===== config.mk =====
export PLATFORM = sky130hd
export DESIGN_NAME = dsg_status_group
export DESIGN_NICKNAME = d
export VERILOG_FILES = /design/src/logic/dsg_sync2.v /design/src/logic/dsg_status_group.v
export VERILOG_INCLUDE_DIRS = /design/src /design/src/logic
export SDC_FILE = /design/constraint.sdc
export NUM_CORES = 1
export LEC_CHECK = 0
export ABC_AREA = 1
export BUFFER_PORTS_ARGS = -buffer_cell sky130_fd_sc_hd__buf_2
export CAP_MARGIN = 20
export CORE_MARGIN = 1.5
export CORE_UTILIZATION = 60
export CTS_CLUSTER_DIAMETER = 30
export DETAILED_ROUTE_END_ITERATION = 7
export PLACE_DENSITY = 0.81
export SLEW_MARGIN = 30
export SYNTH_ARGS = -nofsm -noshare
export SYNTH_HDL_FRONTEND = slang
export SYNTH_SLANG_ARGS = --single-unit

===== constraint.sdc =====
create_clock -name ref_clk -period 6.7 [get_ports ref_clk]
set_clock_uncertainty 0.15 [all_clocks]
set_input_delay 1.005 -clock ref_clk [delete_from_list [all_inputs] [get_ports ref_clk]]
set_output_delay 1.005 -clock ref_clk [all_outputs]
set_load 0.005 [all_outputs]

===== src/logic/dsg_map.vh =====
// constants for the device status event group
// Notes on behaviour
// - condition word follows live hardware states
// - bits 1,2 show probe attached per channel
// - bits 3,4 show channel error per channel
// - bits 5,6 show shape calibration table use
// - bit 13 shows a key press
// - condition read returns value, changes nothing
// - enabled rising condition edge sets event bit
// - enabled falling condition edge sets event bit
// - event bits stay set until read
// - event read returns contents then clears
// - summary high when enabled event bit set
// - masks writable with any value, read back
// - preset: enable zero, rising all, falling zero
`ifndef DSG_MAP_VH
`define DSG_MAP_VH

// ----------------------------------------------------------------
// register selectors on the command port
// ----------------------------------------------------------------
`define DSG_SEL_CONDITION 3'h0
`define DSG_SEL_ENABLE 3'h1
`define DSG_SEL_EVENTS 3'h2
`define DSG_SEL_FALLING 3'h3
`define DSG_SEL_RISING 3'h4

// ----------------------------------------------------------------
// condition word bit positions
// ----------------------------------------------------------------
`define DSG_BIT_PROBE1 1
`define DSG_BIT_PROBE2 2
`define DSG_BIT_ERROR1 3
`define DSG_BIT_ERROR2 4
`define DSG_BIT_SHAPE1 5
`define DSG_BIT_SHAPE2 6
`define DSG_BIT_KEY 13
`define DSG_USED_MASK 16'h207e

// ----------------------------------------------------------------
// reset and preset values
// ----------------------------------------------------------------
`define DSG_ENABLE_RESET 16'h0000
`define DSG_RISING_RESET 16'hffff
`define DSG_FALLING_RESET 16'h0000
`define DSG_WORD_ZERO 16'h0000

`endif


===== src/logic/dsg_sync2.v =====
// two flip-flop synchroniser for a group of pin levels
`timescale 1ns/1ps

module dsg_sync2 #(
  parameter WIDTH = 7
) (
  input wire ref_clk,
  input wire rst,
  input wire [WIDTH-1:0] async_in,
  output wire [WIDTH-1:0] sync_out
);

  reg [WIDTH-1:0] stage1_reg;
  reg [WIDTH-1:0] stage2_reg;

  // ----------------------------------------------------------------
  // synchroniser chain
  // ----------------------------------------------------------------
  always @(posedge ref_clk or posedge rst) begin
    if (rst) begin
      stage1_reg <= {WIDTH{1'b0}};
      stage2_reg <= {WIDTH{1'b0}};
    end else begin
      stage1_reg <= async_in;
      stage2_reg <= stage1_reg;
    end
  end

  assign sync_out = stage2_reg;

endmodule // dsg_sync2


===== src/logic/dsg_status_group.v =====
// device status event group: condition, transition filters, events, summary
`timescale 1ns/1ps
`include "dsg_map.vh"

module dsg_status_group #(
  parameter WORD_W = 16
) (
  input wire ref_clk,
  input wire rst,
  input wire [1:0] probe_present,
  input wire [1:0] chan_error,
  input wire [1:0] shape_cal_active,
  input wire key_pressed,
  input wire cmd_valid,
  input wire cmd_write,
  input wire [2:0] cmd_sel,
  input wire [WORD_W-1:0] cmd_wdata,
  input wire preset,
  output reg rsp_valid,
  output reg [WORD_W-1:0] rsp_data,
  output reg rsp_err,
  output reg summary_out,
  output reg [WORD_W-1:0] condition_out
);

  // ----------------------------------------------------------------
  // declarations
  // ----------------------------------------------------------------
  // pin bundle positions
  localparam PIN_W = 7;
  localparam PIN_PROBE1 = 0;
  localparam PIN_PROBE2 = 1;
  localparam PIN_ERROR1 = 2;
  localparam PIN_ERROR2 = 3;
  localparam PIN_SHAPE1 = 4;
  localparam PIN_SHAPE2 = 5;
  localparam PIN_KEY = 6;

  wire [PIN_W-1:0] pin_raw;
  wire [PIN_W-1:0] pin_sync;
  reg [WORD_W-1:0] cond_next;
  reg [WORD_W-1:0] cond_reg;
  reg [WORD_W-1:0] prev_cond_reg;
  wire [WORD_W-1:0] rise;
  wire [WORD_W-1:0] fall;
  wire [WORD_W-1:0] hit;
  wire [WORD_W-1:0] used_mask;
  reg [WORD_W-1:0] enable_reg;
  reg [WORD_W-1:0] enable_next;
  reg [WORD_W-1:0] rising_reg;
  reg [WORD_W-1:0] rising_next;
  reg [WORD_W-1:0] falling_reg;
  reg [WORD_W-1:0] falling_next;
  reg [WORD_W-1:0] event_reg;
  wire [WORD_W-1:0] event_next;
  wire rd_event;
  wire wr_enable;
  wire wr_rising;
  wire wr_falling;
  reg [WORD_W-1:0] rsp_data_next;
  reg rsp_err_next;
  reg summary_next;

  assign used_mask = `DSG_USED_MASK;

  // ----------------------------------------------------------------
  // pin synchronisation
  // ----------------------------------------------------------------
  assign pin_raw = {key_pressed, shape_cal_active, chan_error, probe_present};

  dsg_sync2 #(
    .WIDTH(PIN_W)
  ) u_sync (
    .ref_clk(ref_clk),
    .rst(rst),
    .async_in(pin_raw),
    .sync_out(pin_sync)
  );

  // ----------------------------------------------------------------
  // condition word assembly
  // ----------------------------------------------------------------
  always @* begin
    cond_next = `DSG_WORD_ZERO;
    cond_next[`DSG_BIT_PROBE1] = pin_sync[PIN_PROBE1];
    cond_next[`DSG_BIT_PROBE2] = pin_sync[PIN_PROBE2];
    cond_next[`DSG_BIT_ERROR1] = pin_sync[PIN_ERROR1];
    cond_next[`DSG_BIT_ERROR2] = pin_sync[PIN_ERROR2];
    cond_next[`DSG_BIT_SHAPE1] = pin_sync[PIN_SHAPE1];
    cond_next[`DSG_BIT_SHAPE2] = pin_sync[PIN_SHAPE2];
    cond_next[`DSG_BIT_KEY] = pin_sync[PIN_KEY];
  end

  // live tracking, no latching
  always @(posedge ref_clk or posedge rst) begin
    if (rst) begin
      cond_reg <= `DSG_WORD_ZERO;
    end else begin
      cond_reg <= cond_next;
    end
  end

  // ----------------------------------------------------------------
  // previous condition sample for edge detection
  // ----------------------------------------------------------------
  always @(posedge ref_clk or posedge rst) begin
    if (rst) begin
      prev_cond_reg <= `DSG_WORD_ZERO;
    end else begin
      prev_cond_reg <= cond_reg;
    end
  end

  // ----------------------------------------------------------------
  // command decode
  // ----------------------------------------------------------------
  assign rd_event = cmd_valid & ~cmd_write & (cmd_sel == `DSG_SEL_EVENTS);
  assign wr_enable = cmd_valid & cmd_write & (cmd_sel == `DSG_SEL_ENABLE);
  assign wr_rising = cmd_valid & cmd_write & (cmd_sel == `DSG_SEL_RISING);
  assign wr_falling = cmd_valid & cmd_write & (cmd_sel == `DSG_SEL_FALLING);

  // ----------------------------------------------------------------
  // mask registers
  // ----------------------------------------------------------------
  always @* begin
    enable_next = enable_reg;
    if (preset) begin
      enable_next = `DSG_ENABLE_RESET;
    end else if (wr_enable) begin
      enable_next = cmd_wdata;
    end
  end

  always @* begin
    rising_next = rising_reg;
    if (preset) begin
      rising_next = `DSG_RISING_RESET;
    end else if (wr_rising) begin
      rising_next = cmd_wdata;
    end
  end

  always @* begin
    falling_next = falling_reg;
    if (preset) begin
      falling_next = `DSG_FALLING_RESET;
    end else if (wr_falling) begin
      falling_next = cmd_wdata;
    end
  end

  // enable mask
  always @(posedge ref_clk or posedge rst) begin
    if (rst) begin
      enable_reg <= `DSG_ENABLE_RESET;
    end else begin
      enable_reg <= enable_next;
    end
  end

  // rising edge mask
  always @(posedge ref_clk or posedge rst) begin
    if (rst) begin
      rising_reg <= `DSG_RISING_RESET;
    end else begin
      rising_reg <= rising_next;
    end
  end

  // falling edge mask
  always @(posedge ref_clk or posedge rst) begin
    if (rst) begin
      falling_reg <= `DSG_FALLING_RESET;
    end else begin
      falling_reg <= falling_next;
    end
  end

  // ----------------------------------------------------------------
  // transition filters and sticky events
  // ----------------------------------------------------------------
  genvar i;
  generate
    for (i = 0; i < WORD_W; i = i + 1) begin : g_evt
      assign rise[i] = cond_reg[i] & ~prev_cond_reg[i];
      assign fall[i] = ~cond_reg[i] & prev_cond_reg[i];
      assign hit[i] = used_mask[i] & ((rising_reg[i] & rise[i]) | (falling_reg[i] & fall[i]));
      // set wins over the read clear
      assign event_next[i] = used_mask[i] & ((event_reg[i] & ~rd_event) | hit[i]);
    end
  endgenerate

  // ----------------------------------------------------------------
  // event register
  // ----------------------------------------------------------------
  always @(posedge ref_clk or posedge rst) begin
    if (rst) begin
      event_reg <= `DSG_WORD_ZERO;
    end else begin
      event_reg <= event_next;
    end
  end

  // ----------------------------------------------------------------
  // summary bit
  // ----------------------------------------------------------------
  always @* begin
    summary_next = |(enable_next & event_next);
  end

  // ----------------------------------------------------------------
  // read answers
  // ----------------------------------------------------------------
  always @* begin
    rsp_data_next = `DSG_WORD_ZERO;
    rsp_err_next = 1'b0;
    if (cmd_write) begin
      if (cmd_sel == `DSG_SEL_ENABLE) begin
        rsp_err_next = 1'b0;
      end else if (cmd_sel == `DSG_SEL_RISING) begin
        rsp_err_next = 1'b0;
      end else if (cmd_sel == `DSG_SEL_FALLING) begin
        rsp_err_next = 1'b0;
      end else begin
        rsp_err_next = 1'b1;
      end
    end else begin
      if (cmd_sel == `DSG_SEL_CONDITION) begin
        rsp_data_next = cond_reg;
      end else if (cmd_sel == `DSG_SEL_ENABLE) begin
        rsp_data_next = enable_reg;
      end else if (cmd_sel == `DSG_SEL_EVENTS) begin
        rsp_data_next = event_reg;
      end else if (cmd_sel == `DSG_SEL_FALLING) begin
        rsp_data_next = falling_reg;
      end else if (cmd_sel == `DSG_SEL_RISING) begin
        rsp_data_next = rising_reg;
      end else begin
        rsp_err_next = 1'b1;
      end
    end
  end

  // ----------------------------------------------------------------
  // answer strobe
  // ----------------------------------------------------------------
  always @(posedge ref_clk or posedge rst) begin
    if (rst) begin
      rsp_valid <= 1'b0;
    end else begin
      rsp_valid <= cmd_valid;
    end
  end

  // ----------------------------------------------------------------
  // answer data, zero outside answers
  // ----------------------------------------------------------------
  always @(posedge ref_clk or posedge rst) begin
    if (rst) begin
      rsp_data <= `DSG_WORD_ZERO;
    end else if (cmd_valid) begin
      rsp_data <= rsp_data_next;
    end else begin
      rsp_data <= `DSG_WORD_ZERO;
    end
  end

  // ----------------------------------------------------------------
  // refusal flag, only with an answer
  // ----------------------------------------------------------------
  always @(posedge ref_clk or posedge rst) begin
    if (rst) begin
      rsp_err <= 1'b0;
    end else if (cmd_valid) begin
      rsp_err <= rsp_err_next;
    end else begin
      rsp_err <= 1'b0;
    end
  end

  // ----------------------------------------------------------------
  // summary output
  // ----------------------------------------------------------------
  always @(posedge ref_clk or posedge rst) begin
    if (rst) begin
      summary_out <= 1'b0;
    end else begin
      summary_out <= summary_next;
    end
  end

  // ----------------------------------------------------------------
  // condition word output
  // ----------------------------------------------------------------
  always @(posedge ref_clk or posedge rst) begin
    if (rst) begin
      condition_out <= `DSG_WORD_ZERO;
    end else begin
      condition_out <= cond_reg;
    end
  end

endmodule // dsg_status_group


==> results of run 1 <==
where the power goes:
| group | switching (mW) | internal [mW] | leakage, nW |
|---|---|---|---|
| Combinational | 0.0840 | 0.0390 | 0.974 |
| Clock | 0.208 | 0.170 | 0.0911 |
| Sequential | 0.0195 | 0.659 | 1.25 |
worst max-delay path: cells and delay by family:
family | cells | cell delay, ns
buf+inv | 3 | 1.24
compound gates | 2 | 0.21
simple gates | 1 | 0.18
kinds of logic (layout without fill, tap and decap cells):
group | count (synthesis) | in the layout | synth area share (%)
AOI/OAI and AO/OA | 121 | 121 | 16.2
buffers and inverters | 66 | 114 | 7.96
DFF | 102 | 102 | 60.2
other | 1 | 9 | 0.0877
and+or+nand+nor | 140 | 140 | 15.6
per-layer routing:
| metal | track usage (%) | up-vias |
|---|---|---|
| met5 | 0 | - |
| met4 | 9.81 | 0 |
| met3 | 4.45 | 13 |
| met2 | 38.1 | 145 |
| met1 | 36.5 | 1524 |
| li1 | - | 1505 |
synthesized netlist by cell type (all sizes together):
| master | instances |
|---|---|
| o21ai | 90 |
| dfrtp | 86 |
| conb | 1 |
| o221ai | 4 |
| inv | 42 |
| and2 | 6 |
| nand3 | 27 |
| buf | 22 |
| nand2 | 81 |
| nand3b | 6 |
| dfstp | 16 |
| nor2 | 20 |
| o22ai | 1 |
| a21oi | 26 |
| clkbuf | 2 |
per-stage QoR:
step,total power [mW],cells
floorplan,0.772,438
global placement,0.804,567
detailed placement,0.810,567
CTS,1.18,582
global route,1.22,582
finish,1.18,582
worst paths after layout:
path                                            from                    to  slack (ns)
worst min-delay path            u_sync.stage1_reg[2]    u_sync.sync_out[2]        0.20
worst max register to register         rising_reg[5]           rsp_data[5]        5.32
worst max-delay path                          preset        falling_reg[3]        4.18
max in group asynchronous                        rst             rsp_valid        4.98
worst min register to register  u_sync.stage1_reg[2]    u_sync.sync_out[2]        0.20
min in group asynchronous                        rst  u_sync.stage1_reg[3]        0.44
area by class of cell:
type | count | area [um2]
Timing Repair Buffer | 57 | 292
Sequential cell | 102 | 2570
Clock inverter | 6 | 63.8
Clock buffer | 9 | 124
Tap cell | 96 | 120
Multi-Input combinational cell | 270 | 1400
Inverter | 42 | 160
Fill cell | 524 | 2100
==> run metrics, run 1 <==
core area 0.00683 mm2; RSZ-0062 raised after global routing false; final core utilization 69.3%; die width 87.4 um; crit-path cells buf_2, inv_2, o21ai_2, inv_2, nand2_1, o21ai_2; Die Ht between 80 and 90 um; Startpoint Class input port; largest net degree at the start of global routing 76; WS Path Type input port to flop; CTS tree built; Final Net Count 513; clock latency on the worst-skew pair 0.37 ns; Post-CTS Repair Setup Buffers 0; commonest non-fill, non-tap cells in the layout dfrtp_1 (86), nand2_1 (76), o21ai_0 (61); drt total wl 9.04 mm; synthesized cell area 0.00428 mm2; crit path max fanout 32; DR iter-0 viols 303; Worst path slowest cell inv_2; Synth Register Bits 102; fin. max-slew vios 0; total track usage around a quarter; fin crit share 37.6%; placed instance area 0.00453 mm2; Avg Synthesized Cell Area 9.95 um2; worst slew pin tran 0.736 ns; Final Hold Viols 0; Worst setup EP type flop; PD cells 249 mW/mm2; # diodes 0; CP arrival 2.67 ns; CTS buffer count 9; met3 wire length 657 um; fraction of layout cells with a size suffix above 1 25.3%; first-pass GRT wire length 14.5 mm; Post-DRT Antenna Nets 0; final setup fails 0; vias per std cell 5.48; H-tree depth 3; vias in the first global route around 3,000; Area contributors post-synth dfrtp_1 (50%), dfstp_2 (9.8%), o21ai_0 (7.1%); Tmin final 2.52 ns; clock tree buffer depth 2; slowest cell delay on critical path 0.57 ns; commonest non-fill, non-tap cell in the layout dfrtp_1; worst hold stages 0; worst slack at placement 3.73 ns; Top Metal Used met4; sequential cell area fraction in the yosys report 60.2%; Yosys warnings 0; top cell type's share of synthesized area about half; post-detailed-route DRC marker count 0; clock sinks about 100; die area ~0.0076 mm2; cells resized by post-CTS repair 0; row cnt 30; IO Port Bufs 56; Vias 3,187; antenna violations before repair 0; hold-fix buffers at CTS 0; post-DR wirelength/cell 15.5 um; Placer Congestion 0.853; fmax 397 MHz; DRT Pass-1 Iters 5; met2 WL post-DR roughly 4.2 mm; Worst EP required ~6.9 ns; Synth cell types 26; cell taking the most area after synthesis dfrtp_1; worst-case vdd ir drop 138 uV; setup TNS 0 ns; I/O pin count 66; max cap viols 0; Syn-to-layout area delta 10.7%; Worst R2R Path Depth 4; Overflow after GRT 0; post-route cell area 0.00473 mm2; Hold WS 0.205 ns; Root Driver clkbuf_8; Met1 Wirelength 4.05 mm; status completed; clock-pin slew on the worst setup and hold paths 0.09 ns; Final WS setup 4.18 ns; initial core utilization 62.6%; Pleak 2.31 nW; relative slew slack 50.9%; Cells after Synth 430; worst min path class flop to flop; DP Wirelength 5.80 mm
(Power assumes the default switching activity.)
==> run 2: changes to the inputs <==
- ABC_AREA: 1 -> 0
- CORE_UTILIZATION: 60 -> 51
- PLACE_DENSITY: 0.81 -> 0.73
- clock period: 6.7 -> 2.13 ns (I/O delays scaled with it)
==> run 2 against run 1 <==
  * Sequential power rose to 3.0 times the previous value
  * Register-to-register slack got worse by 4.6 ns
  * Sequential share of layout area fell by 2.4 points
  * Largest cell class unchanged
  * Largest power group unchanged
==> run metrics, run 2 <==
Post-synth EDFFs 0 (unchanged); commonest non-fill, non-tap cell in the layout nand2_1 (was dfrtp_1); largest net degree at the start of global routing 65 (was 76); Overflow after GRT 0 (unchanged); Setup crit end summary_out (was falling_reg[3]); synth cell count leaders nand2_1 (88), dfrtp_1 (86), a21oi_1 (50), mux2i_1 (30), nor2_1 (30) (was dfrtp_1 (86), nand2_1 (76), o21ai_0 (61), inv_1 (38), a21oi_1 (26)); top cell type's share of synthesized area 51.0% (was 50.3%); final setup fails 0 (unchanged); Vias 3,117 (was 3,187); Cell Int Power 2.67 mW (was 868 uW); # diodes 0 (unchanged); Worst setup EP type flop (unchanged); power share of the sequential group 57.2% (was 57.5%); fraction of layout cells with a size suffix above 1 24.2% (was 25.3%); Worst R2R Path Depth 5 (was 4); Tmin final roughly 1.9 ns; Startpoint Class input port (unchanged); status completed (unchanged); Avg Synthesized Cell Area 10.6 um2 (was 9.95 um2); vias per std cell 5.36 (was 5.48); fin. max-slew vios 0 (unchanged); initial core utilization 53.5% (was 62.6%); crit-path cells dlygate4sd3_1, buf_2, and3_1, nand2_2, mux2_4, a32oi_1, nand4_1 (was buf_2, inv_2, o21ai_2, inv_2, nand2_1, o21ai_2); PD cells 716 mW/mm2 (was 249 mW/mm2); die area 0.00883 mm2 (was 0.00764 mm2); clock latency on the worst-skew pair 0.36 ns (was 0.37 ns); max cap viols 0 (unchanged); Final Hold Viols 0 (unchanged); reg-to-reg endpoint summary_out (was rsp_data[5]); Syn-to-layout area delta 17.3% (was 10.7%); row cnt 32 (was 30); total track usage 23.2% (was 25.2%); Hold WS 0.0557 ns (was 0.205 ns); post-route cell area 0.00495 mm2 (was 0.00473 mm2); Top delay family on crit path buffers and inverters (unchanged); Reg area 0.00257 mm2 (unchanged); commonest non-fill, non-tap cells in the layout nand2_1 (88), dfrtp_1 (86), buf_2 (56) (was dfrtp_1 (86), nand2_1 (76), o21ai_0 (61)); Net Sw Power 878 uW (was 312 uW); CP Launch Point cmd_valid (was preset); antenna violations before repair 0 (unchanged); FFs w/ async S/R, synth 100% (unchanged); Pleak 2.23 nW (was 2.31 nW); drt total wl 9.41 mm (was 9.04 mm); DRT Pass-1 Iters 5 (unchanged); CP arrival 1.99 ns (was 2.67 ns); count leader, synth nand2_1 (was dfrtp_1); Clock Power Share 33.9% (was 32.0%); Final Net Count 505 (was 513); slowest cell delay on critical path 0.52 ns (was 0.57 ns); CTS buffer count 9 (unchanged); Yosys warnings 0 (unchanged); flop-to-flop setup slack 0.69 ns (was 5.32 ns); post-DR wirelength/cell 16.2 um (was 15.5 um); Cells after Synth 399 (was 430); core area 0.00789 mm2 (was 0.00683 mm2); Critical Path Stages 7 (was 6); worst min path class input port to flop (was flop to flop); Synth cell types 41 (was 26); Root Driver clkbuf_8 (unchanged); post-detailed-route DRC marker count 0 (unchanged); Worst path slowest cell dlygate4sd3_1 (was inv_2); clock sinks 102 (unchanged); synthesized cell area 0.00422 mm2 (was 0.00428 mm2); Worst EP required 2.22 ns (was 6.85 ns); DP Wirelength 6.47 mm (was 5.80 mm); die width 94.0 um (was 87.4 um); most used flip-flop cell after synthesis dfrtp_1 (unchanged); Synth Register Bits 102 (unchanged); clock tree buffer depth 2 (unchanged); Placer Congestion 0.884 (was 0.853); Die Ht 94.0 um (was 87.4 um); RSZ-0062 raised after global routing false (unchanged); cell taking the most area after synthesis dfrtp_1 (unchanged); area of the multi-input gates 0.00149 mm2 (was 0.00140 mm2); sequential cell area fraction in the yosys report 61.0% (was 60.2%); Area contributors post-synth dfrtp_1 (51%), dfstp_2 (10%), nand2_1 (7.8%) (was dfrtp_1 (50%), dfstp_2 (9.8%), o21ai_0 (7.1%)); fin crit share 89.2%; fillers 659 (was 524); I/O pin count 66 (unchanged); vias in the first global route 3,089 (was 2,948); Buf+Inv Stages, Crit Path 2 (was 3); crit path max fanout 7 (was 32); switching share of total power 24.8% (was 26.4%); clock-pin slew on the worst setup and hold paths 0.10 ns (was 0.09 ns); H-tree depth 3 (unchanged); worst r2r src rising_reg[6] (was rising_reg[5]); CTS tree built (unchanged); WS Path Type input port to flop (unchanged); worst-case vdd ir drop 485 uV (was 138 uV); combinational power share 8.9% (was 10.4%); Post-DRT Antenna Nets 0 (unchanged); DR iter-0 viols 146 (was 303); setup TNS 0 ns (unchanged); IO Port Bufs 56 (unchanged); first-pass GRT wire length 15.4 mm (was 14.5 mm); placed instance area 0.00466 mm2 (was 0.00453 mm2); fmax 526 MHz
==> run 2: cell count changes in the layout (fill, tap and decap cells not counted), moves of 16 or more <==
| cell | delta |
|---|---|
| a21oi_1 | +24 |
| mux2i_1 | +30 |
| o21ai_2 | -18 |
| nand3_1 | -18 |
| inv_1 | -36 |
| o21ai_0 | -56 |
| buf_4 | +16 |
==> run 2: per-layer routing <==
layer | vias up | GRT usage, % | share of wire (%)
li1 | 1479 | - | -
met1 | 1532 | 32.2 | 46
met2 | 98 | 37.0 | 48
met3 | 8 | 5.83 | 5.7
met4 | 0 | 5.35 | 0.90
met5 | - | 0 | 0
==> run 2: logic make-up after synthesis <==
family          share of synthesized area [%]
compound gates                           11.9
buf+inv                                  4.48
flops                                    61.0
mux                                      7.47
other cells                            0.0889
simple gates                             15.1
==> run 2: power by group through the flow <==
stage | sequential [mW] | clock (mW) | combinational (mW)
4_1_cts | 2.03 | 1.24 | 0.317
2_1_floorplan | 2.06 | 0 | 0.183
3_3_place_gp | 2.06 | 0 | 0.299
5_1_grt | 2.04 | 1.31 | 0.350
3_5_place_dp | 2.07 | 0 | 0.303
6_report | 2.03 | 1.20 | 0.315
==> run 2: cell type report <==
type	count	share of cell area (%)
Sequential cell	102	51.9
Tap cell	102	2.58
Timing Repair Buffer	84	11.1
Clock inverter	7	1.49
Clock buffer	9	2.50
Multi-Input combinational cell	274	30.1
Inverter	3	0.303
==> run 2: how the worst min path moves through the flow <==
stage / startpoint / slack, ns / end / depth (start not counted)
global route: cmd_wdata[7] / 0.05 / enable_reg[7] / 3
detailed placement: u_sync.sync_out[0] / 0.18 / cond_reg[1] / 0
global placement: u_sync.sync_out[0] / 0.18 / cond_reg[1] / 0
finish: cmd_wdata[2] / 0.06 / falling_reg[2] / 3
floorplan: u_sync.sync_out[6] / 0.18 / cond_reg[13] / 0
CTS: cmd_wdata[2] / 0.04 / falling_reg[2] / 3
==> run 2: worst register-to-register path: cells and delay by family, from the launching register on <==
family,cells,cell delay (ns)
compound gates,3,0.54
flops,1,0.56
simple gates,2,0.13
==> run 2: stage by stage <==
| step | util, % | power [mW] | worst slack (ns) | cells |
|---|---|---|---|---|
| 4_1_cts | 62.8 | 3.58 | 0.242 | 581 |
| 2_1_floorplan | - | 2.24 | 0.456 | 407 |
| 3_5_place_dp | 59.1 | 2.37 | 0.221 | 556 |
| 6_report | 62.8 | 3.55 | 0.229 | 581 |
| 3_3_place_gp | 59.1 | 2.36 | 0.281 | 556 |
| 5_1_grt | 62.8 | 3.70 | 0.159 | 581 |
==> run 2: repair_timing <==
item / CTS / global route
setup buffers: 0 / 0
hold buffers: 9 / 0
setup endpoints to repair: 0 / 0
endpoints found under the hold margin: 94 / 0
gates resized for setup: 0 / 0
==> run 3: changes to the inputs <==
- ABC_AREA: 0 -> 1
==> run 3 against run 2 <==
  * Non-clock buffer count shrank 10
  * Global-route usage is 0.94 points lower
  * Worst setup slack gained 0.018 ns
  * Largest cell class unchanged
  * Die area up 1.3%
  * Register-to-register slack improved by 0.11 ns
  * First-iteration DRC count is 9.6% higher
  * Sequential power is 5% higher
==> run metrics, run 3 (synthesis results as in run 1) <==
status completed (unchanged); clock tree buffer depth 2 (unchanged); slowest cell delay on critical path 0.52 ns (about the same); Clock Power Share 34.5% (was 33.9%); worst min path class input port to flop (unchanged); IO Port Bufs 56 (unchanged); H-tree depth 3 (unchanged); total track usage 22.3% (was 23.2%); post-detailed-route DRC marker count 0 (unchanged); max cap viols 0 (unchanged); drt total wl 9.08 mm (was 9.41 mm); Worst setup EP type flop (unchanged); Post-CTS Repair Setup Buffers 0 (unchanged); Cell Int Power 2.92 mW (was 2.67 mW); core area 0.00818 mm2 (was 0.00789 mm2); worst slew pin tran 0.577 ns; WS Path Type input port to flop (unchanged); Post-DRT Antenna Nets 0 (unchanged); most frequent CP cell nor2_1; worst-case vdd ir drop 367 uV (was 485 uV); die area 0.00894 mm2 (was 0.00883 mm2); clock-pin slew on the worst setup and hold paths 0.09 ns (was 0.10 ns); Die Ht 94.6 um (was 94.0 um); DRT Pass-1 Iters 5 (unchanged); Startpoint Class input port (unchanged); switching share of total power 24.9% (was 24.8%); I/O pin count 66 (unchanged); Worst path slowest cell dlygate4sd3_1 (unchanged); initial core utilization 52.3% (was 53.5%); die width 94.6 um (was 94.0 um); Buf+Inv Stages, Crit Path 3 (was 2); Root Driver clkbuf_8 (unchanged); cells resized by post-CTS repair 0 (unchanged); Overflow after GRT 0 (unchanged); power share of the sequential group 54.9% (was 57.2%); DR iter-0 viols 160 (was 146); Pleak 2.41 nW (was 2.23 nW); final setup fails 0 (unchanged); combinational power share 10.6% (was 8.9%); CP arrival 1.99 ns (about the same); largest net degree at the start of global routing 103 (was 65); worst slack at placement 0.221 ns (about the same); first-pass GRT wire length 15.1 mm (was 15.4 mm); Final WS setup 0.247 ns (was 0.229 ns); row cnt 33 (was 32); Final Net Count 530 (was 505); vias per std cell 5.33 (was 5.36); Net Sw Power 968 uW (was 878 uW); relative slew slack 61.5%; commonest non-fill, non-tap cells in the layout dfrtp_1 (86), nand2_1 (76), o21ai_0 (61) (was nand2_1 (88), dfrtp_1 (86), buf_2 (56)); vias in the first global route 3,047 (was 3,089); RSZ-0062 raised after global routing false (unchanged); Worst EP required 2.24 ns (was 2.22 ns); Vias 3,244 (was 3,117); crit-path cells dlygate4sd3_1, buf_2, inv_1, nor2_4, nand3_4, a21oi_1, nor2_1, nor2_1, nand2_1 (was dlygate4sd3_1, buf_2, and3_1, nand2_2, mux2_4, a32oi_1, nand4_1); Syn-to-layout area delta 15.7% (was 17.3%); Tmin final 1.88 ns (was 1.90 ns); # diodes 0 (unchanged); crit path max fanout 9 (was 7); fraction of layout cells with a size suffix above 1 26.0% (was 24.2%); fin crit share 88.4% (was 89.2%); fin. max-slew vios 0 (unchanged); Placer Congestion 0.903 (was 0.884); antenna violations before repair 0 (unchanged); clock sinks 102 (unchanged); commonest non-fill, non-tap cell in the layout dfrtp_1 (was nand2_1); CTS buffer count 9 (unchanged); Final Non-Filler Cells 609 (was 581); clock latency on the worst-skew pair 0.37 ns (was 0.36 ns); Top delay family on crit path buffers and inverters (unchanged); Post-Place Cells 584 (was 556); fmax 531 MHz (was 526 MHz); post-DR wirelength/cell 14.9 um (was 16.2 um); CTS tree built (unchanged); setup TNS 0 ns (unchanged); PD cells 785 mW/mm2 (was 716 mW/mm2); Final Hold Viols 0 (unchanged); DP Wirelength 5.94 mm (was 6.47 mm); Final Power 3.88 mW (was 3.55 mW)
run 3: changes by cell type in the layout (fill, tap and decap cells not counted), sizes merged, moves of 6 or more:
cell | previous run | this run
nor2 | 32 | 20
a21oi | 50 | 26
o22ai | 9 | 1
buf | 75 | 65
a21o | 6 | 0
inv | 2 | 41
nand2 | 89 | 81
o21ai | 12 | 90
nand3 | 7 | 27
mux2i | 30 | 0
run 3: per-layer routing:
layer  vias to the layer above  track usage [%]  routed length, um
li1                       1538                -                  -
met1                      1591             32.5               4090
met2                       105             34.0               4320
met3                        10             3.95                562
met4                         0             7.21                112
met5                         -                0                  0
run 3: through the flow:
stage / area (um2) / utilization, % / hold slack [ns]
after detailed placement: 4630 / 56.7 / 0.185
final: 4950 / 60.5 / 0.0427
after global placement: 4630 / 56.7 / 0.182
after floorplan: 4310 / - / 0.181
after CTS: 4950 / 60.5 / 0.0322
after global routing: 4950 / 60.5 / 0.0633
run 3: worst paths after layout:
check	endpoint	slack, ns	cells after the start	startpoint
max in group asynchronous	rising_reg[10]	0.94	4	rst
min in group asynchronous	u_sync.sync_out[2]	0.47	4	rst
worst max register to register	rsp_data[6]	0.80	4	rising_reg[6]
worst max-delay path	summary_out	0.25	9	cmd_valid
worst min register to register	cond_reg[6]	0.20	0	u_sync.sync_out[5]
worst min-delay path	rising_reg[8]	0.04	3	cmd_wdata[8]
run 3: power groups by stage:
stage / combinational, mW / sequential, mW / clock [mW]
finish: 0.412 / 2.13 / 1.34
global route: 0.468 / 2.15 / 1.46
CTS: 0.415 / 2.13 / 1.38
detailed placement: 0.398 / 2.17 / 0
global placement: 0.390 / 2.16 / 0
floorplan: 0.275 / 2.16 / 0
run 3: cell type report:
class | count | area (um2)
Multi-Input combinational cell | 270 | 1390
Clock buffer | 11 | 141
Clock inverter | 5 | 83.8
Tap cell | 105 | 131
Fill cell | 706 | 3230
Inverter | 42 | 161
Sequential cell | 102 | 2570
Timing Repair Buffer | 74 | 463
run 3: worst register-to-register path, delay by kind of cell, from the launching register on:
family,cells,cell delay [ns]
DFF,1,0.53
AOI/OAI and AO/OA,3,0.52
buffers and inverters,1,0.06
run 3: timing repair:
item                                    CTS  global route
endpoints found under the setup margin    0             0
endpoints found under the hold margin    94             0
hold buffers                              9             0
